## src/core/ifl_defines.vh

```
// Offsets, field positions and reset values of the input fault live status bank
`ifndef IFL_DEFINES_VH
`define IFL_DEFINES_VH

// ==========================================================================
// Paging
`define IFL_PAGE_SEL_ADDR       8'h00
`define IFL_PAGE_SEL_RESET      8'h00
`define IFL_STATUS_PAGE         8'h01

// ==========================================================================
// Register offsets in the status page
`define IFL_SUMMARY_ADDR        8'h2d
`define IFL_CH1_ADDR            8'h2e
`define IFL_CH2_ADDR            8'h2f

// ==========================================================================
// Reset values
`define IFL_SUMMARY_RESET       8'h00
`define IFL_CHAN_RESET          8'h00
`define IFL_READ_IDLE           8'h00

// ==========================================================================
// Summary register fields
`define IFL_SUM_CH1_BIT         7
`define IFL_SUM_CH2_BIT         6
`define IFL_SUM_CH3_BIT         5
`define IFL_SUM_CH4_BIT         4
`define IFL_SUM_CH5_BIT         3
`define IFL_SUM_CH6_BIT         2
`define IFL_SUM_VBAT_BIT        1
`define IFL_SUM_RSVD_BIT        0

// ==========================================================================
// Per-channel status fields
`define IFL_CH_OPEN_BIT         7
`define IFL_CH_PAIR_BIT         6
`define IFL_CH_PGND_BIT         5
`define IFL_CH_MGND_BIT         4
`define IFL_CH_PBIAS_BIT        3
`define IFL_CH_MBIAS_BIT        2
`define IFL_CH_PVBAT_BIT        1
`define IFL_CH_MVBAT_BIT        0

`endif

```

## src/core/ifl_chan_live.v

```verilog
// One channel of live fault status: input synchroniser and status register
`timescale 1ns/1ps
`include "ifl_defines.vh"

module ifl_chan_live #(
    parameter WIDTH = 8
) (
    input  wire             clk_sys,
    input  wire             resetn,
    input  wire [WIDTH-1:0] detectRaw,
    output reg  [WIDTH-1:0] status_q,
    output wire             anyFault
);

    // ======================================================================
    // Two-stage synchroniser, first stage feeds only the second
    reg [WIDTH-1:0] syncA_q;
    reg [WIDTH-1:0] syncB_q;

    always @(posedge clk_sys) begin
        if (!resetn) begin
            syncA_q <= {WIDTH{1'b0}};
            syncB_q <= {WIDTH{1'b0}};
        end else begin
            syncA_q <= detectRaw;
            syncB_q <= syncA_q;
        end
    end

    // ======================================================================
    // Live status: follows the detector every cycle, never latched
    always @(posedge clk_sys) begin
        if (!resetn) begin
            status_q <= `IFL_CHAN_RESET;
        end else begin
            status_q <= syncB_q;
        end
    end

    assign anyFault = |status_q;

endmodule // ifl_chan_live

```

## src/core/ifl_status_bank.v

```verilog
// Input fault live status bank: page select, channel status and summary registers
//
// Notes on behaviour
// - summary bits 7..4 are set while channels 1..4 have any live fault.
// - summary bits 3 and 2 report channels 5 and 6, six-channel variant only.
// - summary bit 1 flags any battery short while battery sits below bias.
// - channel bit 7 reports an open input.
// - channel bit 6 reports the positive and negative legs shorted together.
// - channel bit 5 reports the positive leg shorted to ground.
// - channel bit 4 reports the negative leg shorted to ground.
// - channel bit 3 reports the positive leg shorted to mic bias output.
// - channel bit 2 reports the negative leg shorted to mic bias output.
// - channel bit 1 reports the positive leg shorted to battery sense.
// - channel bit 0 reports the negative leg shorted to battery sense.
// - channel 1 status lives at page 1 offset 0x2e, reset zero.
// - channel 2 status lives at page 1 offset 0x2f, same layout.
// - channel bits show the present fault, not a latched record.
// - summary register lives at page 1 offset 0x2d, reset zero.
// - host selects page 1 through the page register before access.
`timescale 1ns/1ps
`include "ifl_defines.vh"

module ifl_status_bank #(
    parameter NUM_CHANNELS = 6,
    parameter ADDR_WIDTH   = 8,
    parameter DATA_WIDTH   = 8
) (
    input  wire                  clk_sys,
    input  wire                  resetn,
    // Control port, already deserialised by the I2C/SPI front end
    input  wire                  regWrite,
    input  wire                  regRead,
    input  wire [ADDR_WIDTH-1:0] regAddr,
    input  wire [DATA_WIDTH-1:0] regWdata,
    output reg  [DATA_WIDTH-1:0] regRdata_q,
    output reg                   regRvalid_q,
    output reg                   regWriteIgnored_q,
    output reg  [DATA_WIDTH-1:0] pageSel_q,
    // Diagnostic comparator levels, asynchronous to clk_sys
    input  wire                  firstChannelOpen,
    input  wire                  firstChannelPairShort,
    input  wire                  firstChannelPositiveLegGnd,
    input  wire                  firstChannelNegativeLegGnd,
    input  wire                  firstChannelPositiveLegBias,
    input  wire                  firstChannelNegativeLegBias,
    input  wire                  firstChannelPositiveLegVbat,
    input  wire                  firstChannelNegativeLegVbat,
    input  wire                  secondChannelOpen,
    input  wire                  secondChannelPairShort,
    input  wire                  secondChannelPositiveLegGnd,
    input  wire                  secondChannelNegativeLegGnd,
    input  wire                  secondChannelPositiveLegBias,
    input  wire                  secondChannelNegativeLegBias,
    input  wire                  secondChannelPositiveLegVbat,
    input  wire                  secondChannelNegativeLegVbat,
    input  wire [7:0]            thirdChannelDetect,
    input  wire [7:0]            fourthChannelDetect,
    input  wire [7:0]            fifthChannelDetect,
    input  wire [7:0]            sixthChannelDetect,
    input  wire                  vbatBelowBias,
    // Live register images for the rest of the device
    output reg  [7:0]            faultSummary_q,
    output reg  [7:0]            firstChannelStatus_q,
    output reg  [7:0]            secondChannelStatus_q,
    output reg                   anyFault_q
);

    // ======================================================================
    // Detector bundles in register bit order
    wire [7:0] chanOneRaw;
    wire [7:0] chanTwoRaw;

    assign chanOneRaw[`IFL_CH_OPEN_BIT]  = firstChannelOpen;
    assign chanOneRaw[`IFL_CH_PAIR_BIT]  = firstChannelPairShort;
    assign chanOneRaw[`IFL_CH_PGND_BIT]  = firstChannelPositiveLegGnd;
    assign chanOneRaw[`IFL_CH_MGND_BIT]  = firstChannelNegativeLegGnd;
    assign chanOneRaw[`IFL_CH_PBIAS_BIT] = firstChannelPositiveLegBias;
    assign chanOneRaw[`IFL_CH_MBIAS_BIT] = firstChannelNegativeLegBias;
    assign chanOneRaw[`IFL_CH_PVBAT_BIT] = firstChannelPositiveLegVbat;
    assign chanOneRaw[`IFL_CH_MVBAT_BIT] = firstChannelNegativeLegVbat;

    assign chanTwoRaw[`IFL_CH_OPEN_BIT]  = secondChannelOpen;
    assign chanTwoRaw[`IFL_CH_PAIR_BIT]  = secondChannelPairShort;
    assign chanTwoRaw[`IFL_CH_PGND_BIT]  = secondChannelPositiveLegGnd;
    assign chanTwoRaw[`IFL_CH_MGND_BIT]  = secondChannelNegativeLegGnd;
    assign chanTwoRaw[`IFL_CH_PBIAS_BIT] = secondChannelPositiveLegBias;
    assign chanTwoRaw[`IFL_CH_MBIAS_BIT] = secondChannelNegativeLegBias;
    assign chanTwoRaw[`IFL_CH_PVBAT_BIT] = secondChannelPositiveLegVbat;
    assign chanTwoRaw[`IFL_CH_MVBAT_BIT] = secondChannelNegativeLegVbat;

    wire [47:0] detectAll;

    assign detectAll = {sixthChannelDetect, fifthChannelDetect, fourthChannelDetect,
                        thirdChannelDetect, chanTwoRaw, chanOneRaw};

    // ======================================================================
    // Per-channel live status, one instance per channel
    wire [47:0] statusAll;
    wire [5:0]  chanAny;

    genvar ch;
    generate
        for (ch = 0; ch < 6; ch = ch + 1) begin : gChan
            ifl_chan_live #(
                .WIDTH     (8)
            ) uChan (
                .clk_sys   (clk_sys),
                .resetn    (resetn),
                .detectRaw (detectAll[ch*8 +: 8]),
                .status_q  (statusAll[ch*8 +: 8]),
                .anyFault  (chanAny[ch])
            );
        end
    endgenerate

    // ======================================================================
    // Battery level synchroniser
    reg vbatSyncA_q;
    reg vbatSyncB_q;

    always @(posedge clk_sys) begin
        if (!resetn) begin
            vbatSyncA_q <= 1'b0;
            vbatSyncB_q <= 1'b0;
        end else begin
            vbatSyncA_q <= vbatBelowBias;
            vbatSyncB_q <= vbatSyncA_q;
        end
    end

    // ======================================================================
    // Summary composition
    // Four-channel parts report channels 5 and 6 as clean even if the pins float.
    wire       sixChan;
    wire [5:0] vbatShortPerChan;
    reg  [7:0] summary_d;

    assign sixChan = (NUM_CHANNELS >= 6);

    generate
        for (ch = 0; ch < 6; ch = ch + 1) begin : gVbat
            assign vbatShortPerChan[ch] = statusAll[ch*8 + `IFL_CH_PVBAT_BIT] |
                                          statusAll[ch*8 + `IFL_CH_MVBAT_BIT];
        end
    endgenerate

    always @* begin
        summary_d                    = `IFL_SUMMARY_RESET;
        summary_d[`IFL_SUM_CH1_BIT]  = chanAny[0];
        summary_d[`IFL_SUM_CH2_BIT]  = chanAny[1];
        summary_d[`IFL_SUM_CH3_BIT]  = chanAny[2];
        summary_d[`IFL_SUM_CH4_BIT]  = chanAny[3];
        summary_d[`IFL_SUM_CH5_BIT]  = sixChan & chanAny[4];
        summary_d[`IFL_SUM_CH6_BIT]  = sixChan & chanAny[5];
        // Channels 5 and 6 only count on the six-channel part
        summary_d[`IFL_SUM_VBAT_BIT] = vbatSyncB_q &
            (|vbatShortPerChan[3:0] | (sixChan & |vbatShortPerChan[5:4]));
        summary_d[`IFL_SUM_RSVD_BIT] = 1'b0;
    end

    // ======================================================================
    // Live register images
    always @(posedge clk_sys) begin
        if (!resetn) begin
            faultSummary_q        <= `IFL_SUMMARY_RESET;
            firstChannelStatus_q  <= `IFL_CHAN_RESET;
            secondChannelStatus_q <= `IFL_CHAN_RESET;
            anyFault_q            <= 1'b0;
        end else begin
            faultSummary_q        <= summary_d;
            firstChannelStatus_q  <= statusAll[7:0];
            secondChannelStatus_q <= statusAll[15:8];
            anyFault_q            <= |summary_d[7:1];
        end
    end

    // ======================================================================
    // Address decode
    wire inStatusPage;
    wire hitPage;
    wire hitSummary;
    wire hitChanOne;
    wire hitChanTwo;
    wire hitStatus;

    assign hitPage      = (regAddr == `IFL_PAGE_SEL_ADDR);
    assign inStatusPage = (pageSel_q == `IFL_STATUS_PAGE);
    assign hitSummary   = inStatusPage & (regAddr == `IFL_SUMMARY_ADDR);
    assign hitChanOne   = inStatusPage & (regAddr == `IFL_CH1_ADDR);
    assign hitChanTwo   = inStatusPage & (regAddr == `IFL_CH2_ADDR);
    assign hitStatus    = hitSummary | hitChanOne | hitChanTwo;

    // ======================================================================
    // Page select, present at offset 0 of every page
    always @(posedge clk_sys) begin
        if (!resetn) begin
            pageSel_q <= `IFL_PAGE_SEL_RESET;
        end else if (regWrite && hitPage) begin
            pageSel_q <= regWdata;
        end
    end

    // Writes to the read-only status registers are dropped, flagged for one cycle
    always @(posedge clk_sys) begin
        if (!resetn) begin
            regWriteIgnored_q <= 1'b0;
        end else begin
            regWriteIgnored_q <= regWrite & hitStatus;
        end
    end

    // ======================================================================
    // Read path
    // Reads sample the same flops that drive the image outputs, so read data
    // holds the image port value of the strobe cycle, one cycle later.
    reg [DATA_WIDTH-1:0] readMux;

    always @* begin
        readMux = `IFL_READ_IDLE;
        if (hitPage) begin
            readMux = pageSel_q;
        end else if (hitSummary) begin
            readMux = faultSummary_q;
        end else if (hitChanOne) begin
            readMux = firstChannelStatus_q;
        end else if (hitChanTwo) begin
            readMux = secondChannelStatus_q;
        end
    end

    always @(posedge clk_sys) begin
        if (!resetn) begin
            regRdata_q  <= `IFL_READ_IDLE;
            regRvalid_q <= 1'b0;
        end else begin
            regRvalid_q <= regRead;
            if (regRead) begin
                regRdata_q <= readMux;
            end
        end
    end

endmodule // ifl_status_bank

```

## config.mk

```make
export PLATFORM = sky130hd
export DESIGN_NAME = ifl_status_bank
export DESIGN_NICKNAME = d
export VERILOG_FILES = /design/src/core/ifl_chan_live.v /design/src/core/ifl_status_bank.v
export VERILOG_INCLUDE_DIRS = /design/src /design/src/core
export SDC_FILE = /design/constraint.sdc
export NUM_CORES = 1
export LEC_CHECK = 0
export BUFFER_PORTS_ARGS = -buffer_cell sky130_fd_sc_hd__buf_4
export CORE_ASPECT_RATIO = 1.1
export CORE_UTILIZATION = 55
export DETAILED_ROUTE_END_ITERATION = 6
export PLACE_DENSITY = 0.84
export REMOVE_ABC_BUFFERS = 1
export SYNTH_ARGS = -nofsm -noshare
export SYNTH_HDL_FRONTEND = slang
export SYNTH_SLANG_ARGS = --single-unit
```

## constraint.sdc

```tcl
create_clock -name clk_sys -period 3.4 [get_ports clk_sys]
set_input_delay 0.34 -clock clk_sys [delete_from_list [all_inputs] [get_ports clk_sys]]
set_output_delay 0.34 -clock clk_sys [all_outputs]
set_load 0.05 [all_outputs]
```

# After elaboration in Yosys (flattened, before gate mapping)

Index checks and enable logic that the tools add are counted.

Register bits after elaboration: 189
Latch bits: 0
Memory bits (writable): 0
ROM bits: 0
Output and inout bits: 43
Word-level logic and storage cells: 62
Memories: 0

Add/subtract/negate cells: 0
$mul: 0
Div/mod/pow operators: 0
Magnitude comparators: 0
Equality and inequality tests: 4
Shifts and indexed selects: 0
Multiplexer cells: 4
Bitwise logic cells: 14
Reductions and logical operators: 11

Operator list:

| operator           | number |
|---|---|
| $reduce_or 49->1   | 1 |
| $reduce_or 8->1    | 6 |
| $mux 8             | 4 |
| $eq 8x6->1 const B | 3 |
| $or 1x1->1         | 9 |
| $eq 8x1->1 const B | 1 |
| $logic_not 8->1    | 1 |
| $and 1x1->1        | 5 |
| $reduce_or 4->1    | 1 |
| $reduce_or 2->1    | 1 |
| $logic_and 1x1->1  | 1 |

# Depth between registers and ports, before layout

Gate-level depths: netlist of the first run.

Depth after elaboration: 6
Mapped depth: 7
Depth with buffers taken out: 4

# Cells and area by module

Synthesis of the first run repeated with hierarchy kept, for this count alone.

Cell total of the unflattened synthesis: 494
Area, all modules: 5880.6 sq um

Modules (own cells, without submodules):

| module          | times used | cells an instance | area an instance (sq um) | sequential area each (sq um) |
|---|---|---|---|---|
| ifl_chan_live   | 6          | 53                | 691.9                    | 480.5 |
| ifl_status_bank | 1          | 176               | 1729.2                   | 880.8 |

# Least setup slack after synthesis of the first run

OpenSTA, ideal clock, no wires.

Path kind: register to register
Start: register pageSel_q[0]
End: register regRdata_q[0]
Library setup time: 74 ps
Data arrival time: 1677 ps
Required time: 3326 ps
Setup slack: 1649 ps
Stages on the path, launching flop included: 5
Period minus slack after synthesis: 1751 ps
Path through: dfxtp_1 > nor4b_2 > nand4_2 > or3b_1 > a31oi_1

Longest elaborated chain between the ends: 6
Elaborated cells between the ends (all ways): 8
Classes of those cells: eq/ne: 1; mux: 4; bitwise: 3

RTL lines:

| what                   | line                  | RTL |
|---|---|---|
| from (decl)            | ifl_status_bank.v:38  | `output reg [DATA_WIDTH-1:0] pageSel_q,` |
| from (signal assigned) | ifl_status_bank.v:197 | `` pageSel_q <= `IFL_PAGE_SEL_RESET; `` |
| from (signal assigned) | ifl_status_bank.v:199 | `pageSel_q <= regWdata;` |
| $eq 8x1->1 (no line)   | --                    |  |
| $and 1x1->1            | ifl_status_bank.v:190 | `` assign hitChanTwo = inStatusPage & (regAddr == `IFL_CH2_ADDR); `` |
| $mux 8                 | ifl_status_bank.v:226 | `end else if (hitChanTwo) begin` |
| $mux 8                 | ifl_status_bank.v:224 | `end else if (hitChanOne) begin` |
| $mux 8                 | ifl_status_bank.v:222 | `end else if (hitSummary) begin` |
| $mux 8 *               | ifl_status_bank.v:220 | `if (hitPage) begin` |
| to (signal assigned)   | ifl_status_bank.v:233 | `` regRdata_q <= `IFL_READ_IDLE; `` |
| to (signal assigned)   | ifl_status_bank.v:238 | `regRdata_q <= readMux;` |
| to (decl)              | ifl_status_bank.v:35  | `output reg [DATA_WIDTH-1:0] regRdata_q,` |

Every way passes the cells marked *; elsewhere a longest branch is shown, timed or not.
A chain may end at the register's enable or synchronous reset.

# Final worst setup path of the first run

Start: register gChan[2].uChan.status_q[4]
End: register anyFault_q

Longest elaborated chain between the ends: 1

RTL lines:

| what                   | line                  | RTL |
|---|---|---|
| from (decl)            | ifl_chan_live.v:11    | `output reg [WIDTH-1:0] status_q,` |
| from (signal assigned) | ifl_chan_live.v:34    | `` status_q <= `IFL_CHAN_RESET; `` |
| from (signal assigned) | ifl_chan_live.v:36    | `status_q <= syncB_q;` |
| $reduce_or 49->1       | ifl_status_bank.v:173 | `anyFault_q <= \|summary_d[7:1];` |
| to (signal assigned)   | ifl_status_bank.v:173 |  |
| to (decl)              | ifl_status_bank.v:65  | `output reg anyFault_q` |

Every way passes these cells.

==> reports/metrics.cfg, run 1 <==
[drt]
drt-total-wl_um = 9720
drc = 0
via_per_inst = 4.77
dr.first_iter.drc_count = 160
ant_nets = 0
num_vias = 3536
drtPass1Iterations = 4
wl_per_cell_um = 13.1

[power_and_ir_drop]
clkPwrFrac_pct = 43.6
intPower_mw = 3.64
finalPower_mw = 4.61
power_switching_share_pct = 21.1
irDropWorstVdd_mv = 0.432
combPwrFrac_pct = 6.2
power.switching_mw = 0.972
leakagePower_nw = 3.12
p_seq_share_pct = 50.2
powerDensity_mw_per_mm2 = 637

[clock_tree]
clock_latency_ns = 0.53
post_cts_buffers = 0
cts_resized = 0
clockBufferDepth = 2
cts_sinks = 188
cts_max_level = 4
cts_buffers = 17
clockRootBuffer = clkbuf_8
cts_tree = done
clk_pin_slew_ns = 0.07

[timing]
grt_setup_unrepaired = no
timing.final.crit_share_pct = 50.1
finalHoldViolCount = 0
finalSetupTns_ns = 0
timing.final.crit_period_ns = 1.70
max_slew_margin_pct = 28.0
finalMaxSlewViolations = 0
fmax_ghz = 0.588
tightest_slew_ns = 1.08
clock_skew_ns = 0.00852
setup_viol = 0

[flow_run]
cap_violations = 0

[global_route]
grt_max_degree = 163
grt_pass1_wl_um = 15900
gr-total-overflow = 0
grt_pass1_vias = 3541
grt_antenna_before_repair = 0
grt_util_all_layers_pct = 19.6

[finish]
n_fill_cell = 688
layout-drive-gt1-share_pct = 25.0
final_common_cell = dfxtp_1
layout.nets = 677
area_growth_pct = 27.7
final_cells = 741
layout_common_cells = dfxtp_1, and2_1, buf_4
diodes = 0

[yosys]
synth-seq-area-share_pct = 66.3
ys.flop_type = dfxtp_1
syn-mean-instance-area_um2 = 11.4
syn_area_mm2 = 0.00568
ys_seq_elements = 188
ys_warn_count = 0
postSynthCellCount = 496
synthArstFlopShare_pct = 0
synth-edff-count = 0
yosysUniqueCellTypes = 33

[min_path]
hold_path.class = in2reg

[die]
io_pins = 112
rows = 38
coreArea_mm2 = 0.00994
die_area_mm2 = 0.0107
initial_core_util_pct = 57.1
fp.dieH_um = 109
die_x_um = 98.9

[status]
outcome = complete, no violations

[critical_path]
cp_max_fo = 2
path_class = reg2reg
crit_path_end_kind = flip-flop
crit_arrival_ns = 2.12
start_kind = flip-flop
worstPathRequired_ns = 3.82

[placed_design]
post-dp-hpwl_um = 6190
place_congestion = 0.845
portBuffers = 110
place_inst = 697

[cell usage after synthesis, types with 2 or more instances]
cell,number,area share [%]
mux2_2,7,1.4
a31oi_1,2,0.22
nor4_1,15,1.7
and2_1,169,19
dfxtp_1,188,66
a22oi_1,7,0.93
nor3_1,2,0.18
clkbuf_1,22,1.5
nand2_1,24,1.6
a21boi_0,8,1.1
o21ai_0,8,0.71
a21oi_1,7,0.62
buf_6,4,0.79
nand3_1,8,0.71
o21a_1,7,0.93
[worst paths after layout]
path | start | endpoint | slack, ns | cells past startpoint
min | fourthChannelDetect[4] | gChan[3].uChan.syncA_q[4]$_SDFF_PN0_ | 0.02 | 2
max reg2reg | gChan[2].uChan.status_q[4]$_SDFF_PN0_ | anyFault_q$_SDFF_PN0_ | 1.70 | 4
max | gChan[2].uChan.status_q[4]$_SDFF_PN0_ | anyFault_q$_SDFF_PN0_ | 1.70 | 4
min reg2reg | gChan[1].uChan.syncB_q[5]$_SDFF_PN0_ | gChan[1].uChan.status_q[5]$_SDFF_PN0_ | 0.43 | 1
[cell type report]
cell class                 instances  area, um2  share of cell area, %
sequential                       188       3760                   51.9
clock inverter                    14        195                   2.69
timing repair buffer             123        953                   13.2
tap                              120        150                   2.07
multi-input combinational        278       1760                   24.2
clock buffer                      18        428                   5.90
[through the flow]
step | area [um2] | utilization (%) | setup slack (ns) | hold slack, ns
5_1_grt | 7250 | 72.9 | 1.57 | 0.0109
3_3_place_gp | 6500 | 65.4 | 1.70 | 0.410
2_1_floorplan | 5520 | - | 1.65 | 0.398
3_5_place_dp | 6500 | 65.4 | 1.62 | 0.417
6_report | 7250 | 72.9 | 1.70 | 0.0217
4_1_cts | 7250 | 72.9 | 1.70 | 0.000806
[power by group through the flow]
stage | combinational [mW] | clock, mW | sequential (mW)
global route | 0.311 | 2.13 | 2.32
detailed placement | 0.273 | 0 | 2.36
finish | 0.285 | 2.01 | 2.32
CTS | 0.287 | 2.04 | 2.32
floorplan | 0.0860 | 0 | 2.41
global placement | 0.268 | 0 | 2.36
[registers in the layout (all words and copies together) (netlist names)]
register,cells
firstChannelStatus_q,8
secondChannelStatus_q,8
regRvalid_q,1
pageSel_q,8
regRdata_q,8
regWriteIgnored_q,1
faultSummary_q,7
vbatSyncB_q,1
gChan.uChan.syncA_q,48
gChan.uChan.syncB_q,48
vbatSyncA_q,1
anyFault_q,1
gChan.uChan.status_q,48
[metal layers]
metal / vias to the layer above / routed length (um) / GRT usage [%] / part of all wire (%)
met5: - / 0 / 0 / 0
met4: 0 / 236 / 10.8 / 2.4
met3: 20 / 479 / 4.52 / 4.9
met2: 121 / 4810 / 35.3 / 49
met1: 1577 / 4200 / 21.2 / 43
li1: 1818 / - / - / -
[timing repair]
item / 4_1_cts / 5_1_grt
hold buffers: 12 / 0
endpoints found under the setup margin: 0 / 0
hold endpoints to repair: 12 / 0
[worst max-delay path: stages (launching register included)]
cell	delay [ns]
dfxtp_1	0.31
nor4_1	0.35
nand2_1	0.16
or4_1	0.53
o31a_1	0.25
[logic make-up after synthesis]
group | Yosys count | share of synthesized area (%)
buffers and inverters | 30 | 2.73
flip-flops | 188 | 66.3
multiplexers | 8 | 1.57
other | 1 | 0.0661
AO/OA/AOI/OAI | 40 | 4.61
AND/OR/NAND/NOR | 229 | 24.7
No activity file was read; power rests on OpenSTA's default activity.
==> inputs of run 2 (changes only) <==
Settings changed: CORE_UTILIZATION 55 to 48, PLACE_DENSITY 0.84 to 0.78.
Clock period 3.4 ns to 1.5 ns, I/O delays scaled along.
==> run 2 against run 1 <==
The flow now finishes with violations (negative setup slack). Total power increased by 130%. Combinational power rose to 2.7 times the previous value. Via count increased by 3.9%. Wire length up 5.3%. Critical endpoint unchanged.
==> reports/metrics.cfg, run 2 (synthesis results as in run 1) <==
[min_path]
hp-start = regWdata[5]  ; was fourthChannelDetect[4]
hold_end = pageSel_q[5]$_SDFFE_PN0P_  ; was gChan[3].uChan.syncA_q[4]$_SDFF_PN0_
whs_path_depth = 3  ; was 2
hold_path.class = in2reg  ; unchanged

[critical_path]
cp_slowest_stage_delay_ns = 0.52  ; was 0.53 ns
critPathBufInv = 0  ; unchanged
worstPathRequired_ns = 1.80  ; was 3.82 ns
reg2reg_slack_ns = -0.07  ; was 1.70 ns
crit_path_end_kind = flip-flop  ; unchanged
start_kind = flip-flop  ; unchanged
cp_max_fo = 2  ; unchanged
crit_arrival_ns = 1.87  ; was 2.12 ns
cp_cell_sequence = nor4_2, nand2_1, or4_1, o31a_1  ; was nor4_1, nand2_1, or4_1, o31a_1
r2r_start = gChan[1].uChan.status_q[3]$_SDFF_PN0_  ; was gChan[2].uChan.status_q[4]$_SDFF_PN0_
reg2reg_depth = 4  ; unchanged
crit_slowest_cell = or4_1  ; unchanged
path_class = reg2reg  ; unchanged
r2r_end = anyFault_q$_SDFF_PN0_  ; unchanged
crit_family = simple AND/OR/NAND/NOR gates  ; unchanged

[timing]
timing.final.crit_share_pct = 105  ; was 50.1%
worst_slack_ns = -0.0709  ; was 1.70 ns
clock_skew_ns = 0.00739  ; was 0.00852 ns
finalHoldViolCount = 0  ; unchanged
fmax_ghz = 0.637  ; was 0.588 GHz
finalSetupTns_ns = -0.0709  ; was 0 ns
timing.final.crit_period_ns = 1.57  ; was 1.70 ns
grt_setup_unrepaired = yes  ; was no
finalMaxSlewViolations = 0  ; unchanged
setup_viol = 1  ; was 0

[global_route]
grt_util_all_layers_pct = 17.7  ; was 19.6%
gr-total-overflow = 0  ; unchanged
grt_antenna_before_repair = 0  ; unchanged
grt_pass1_vias = 3579  ; was 3541
grt_max_degree = 97  ; was 163
grt_pass1_wl_um = 16600  ; was 15900 um

[die]
die_area_mm2 = 0.0123  ; was 0.0107 mm2
fp.dieH_um = 116  ; was 109 um
initial_core_util_pct = 49.4  ; was 57.1%
coreArea_mm2 = 0.0115  ; was 0.00994 mm2
rows = 41  ; was 38
die_x_um = 106  ; was 98.9 um
io_pins = 112  ; unchanged

[clock_tree]
cts_buffers = 17  ; unchanged
cts_max_level = 4  ; unchanged
post_cts_buffers = 0  ; unchanged
cts_sinks = 188  ; unchanged
clk_pin_slew_ns = 0.06  ; was 0.07 ns
clockBufferDepth = 2  ; unchanged
clock_latency_ns = 0.41  ; was 0.53 ns
cts_tree = done  ; unchanged
clockRootBuffer = clkbuf_16  ; was clkbuf_8

[finish]
area_growth_pct = 37.9  ; was 27.7%
n_fill_cell = 827  ; was 688
layout_common_cells = dfxtp_1, and2_1, buf_4  ; unchanged
final_common_cell = dfxtp_1  ; unchanged
fin_util_pct = 68.1  ; was 72.9%
diodes = 0  ; unchanged
layout-drive-gt1-share_pct = 24.8  ; was 25.0%
layout.nets = 730  ; was 677
top_regs = gChan.uChan.status_q: 48 flops, gChan.uChan.syncA_q: 48 flops, gChan.uChan.syncB_q: 48 flops  ; unchanged

[drt]
drtPass1Iterations = 6  ; was 4
via_per_inst = 4.46  ; was 4.77
dr.first_iter.drc_count = 141  ; was 160
drc = 0  ; unchanged
ant_nets = 0  ; unchanged
drt-total-wl_um = 10200  ; was 9720 um
wl_per_cell_um = 12.4  ; was 13.1 um
num_vias = 3673  ; was 3536

[power_and_ir_drop]
leakagePower_nw = 3.36  ; was 3.12 nW
powerDensity_mw_per_mm2 = 1330  ; was 637 mW/mm2
irDropWorstVdd_mv = 0.831  ; was 0.432 mV

[placed_design]
pre_cts_slack_ns = -0.105  ; was 1.62 ns
post-dp-hpwl_um = 6540  ; was 6190 um
place_congestion = 0.833  ; was 0.845
portBuffers = 110  ; unchanged

[flow_run]
cap_violations = 0  ; unchanged

[status]
outcome = finished with violations  ; was complete, no violations
failed_checks = negative setup slack

==> run 2: changes by cell type in the layout (fill, tap and decap cells not counted), moves of 3 or more <==
cell and change:
dlygate4sd3_1 +44, clkinv_4 -3, buf_4 +7, nor4_1 -4, nor4_2 +4, inv_6 +4
==> run 2: layout make-up <==
cell class | count | area, um2 | area share, %
flip-flops and latches | 188 | 3760 | 48.1
multi-input cells | 278 | 1790 | 22.9
repair buffers | 176 | 1490 | 19.0
clock buffers | 19 | 443 | 5.66
well taps | 150 | 188 | 2.40
clock inverters | 13 | 154 | 1.97
==> run 2: worst reg2reg max path, cell delays in order, from the launching register on <==
cell	delay [ns]
dfxtp_1	0.31
nor4_2	0.30
nand2_1	0.09
or4_1	0.52
o31a_1	0.24
==> run 2: worst max-delay path by stage <==
stage	from	to	slack, ns	cells past startpoint
finish	gChan[1].uChan.status_q[3]$_SDFF_PN0_	anyFault_q$_SDFF_PN0_	-0.07	4
global route	gChan[1].uChan.status_q[3]$_SDFF_PN0_	anyFault_q$_SDFF_PN0_	-0.13	4
CTS	gChan[1].uChan.status_q[3]$_SDFF_PN0_	anyFault_q$_SDFF_PN0_	-0.07	4
detailed placement	gChan[2].uChan.status_q[3]$_SDFF_PN0_	anyFault_q$_SDFF_PN0_	-0.10	4
global placement	gChan[1].uChan.status_q[0]$_SDFF_PN0_	anyFault_q$_SDFF_PN0_	-0.1	4
floorplan	pageSel_q[0]$_SDFFE_PN0P_	regRdata_q[0]$_SDFFE_PN0P_	-0.25	4
==> run 2: report_power, final <==
part           switching (mW)  total, mW  internal [mW]
Sequential             0.0665       5.25           5.19
Combinational           0.352      0.760          0.408
Clock                    1.84       4.38           2.54
==> run 2: metrics by stage <==
step | total power, mW | cell area, um2 | cells | hold WS (ns)
6_report | 10.4 | 7830 | 824 | 0.0312
3_5_place_dp | 6.00 | 6630 | 736 | 0.361
2_1_floorplan | 5.66 | 5520 | 466 | 0.250
4_1_cts | 10.5 | 7810 | 824 | 0.00712
5_1_grt | 10.8 | 7830 | 824 | 0.0297
3_3_place_gp | 5.98 | 6630 | 736 | 0.359
==> run 2: repair_timing <==
item | CTS | global route
gates resized for setup | 3 | 2
hold buffers | 56 | 0
endpoints found under the setup margin | 1 | 3
pin swaps | 0 | 2
hold endpoints to repair | 53 | 0
gates cloned | 0 | 0
==> run 2: metal layers <==
metal	wire length (um)	vias up	GRT usage (%)
li1	-	1928	-
met1	4430	1627	20.1
met2	5080	108	31.5
met3	578	10	5.12
met4	144	0	6.67
met5	0	-	0
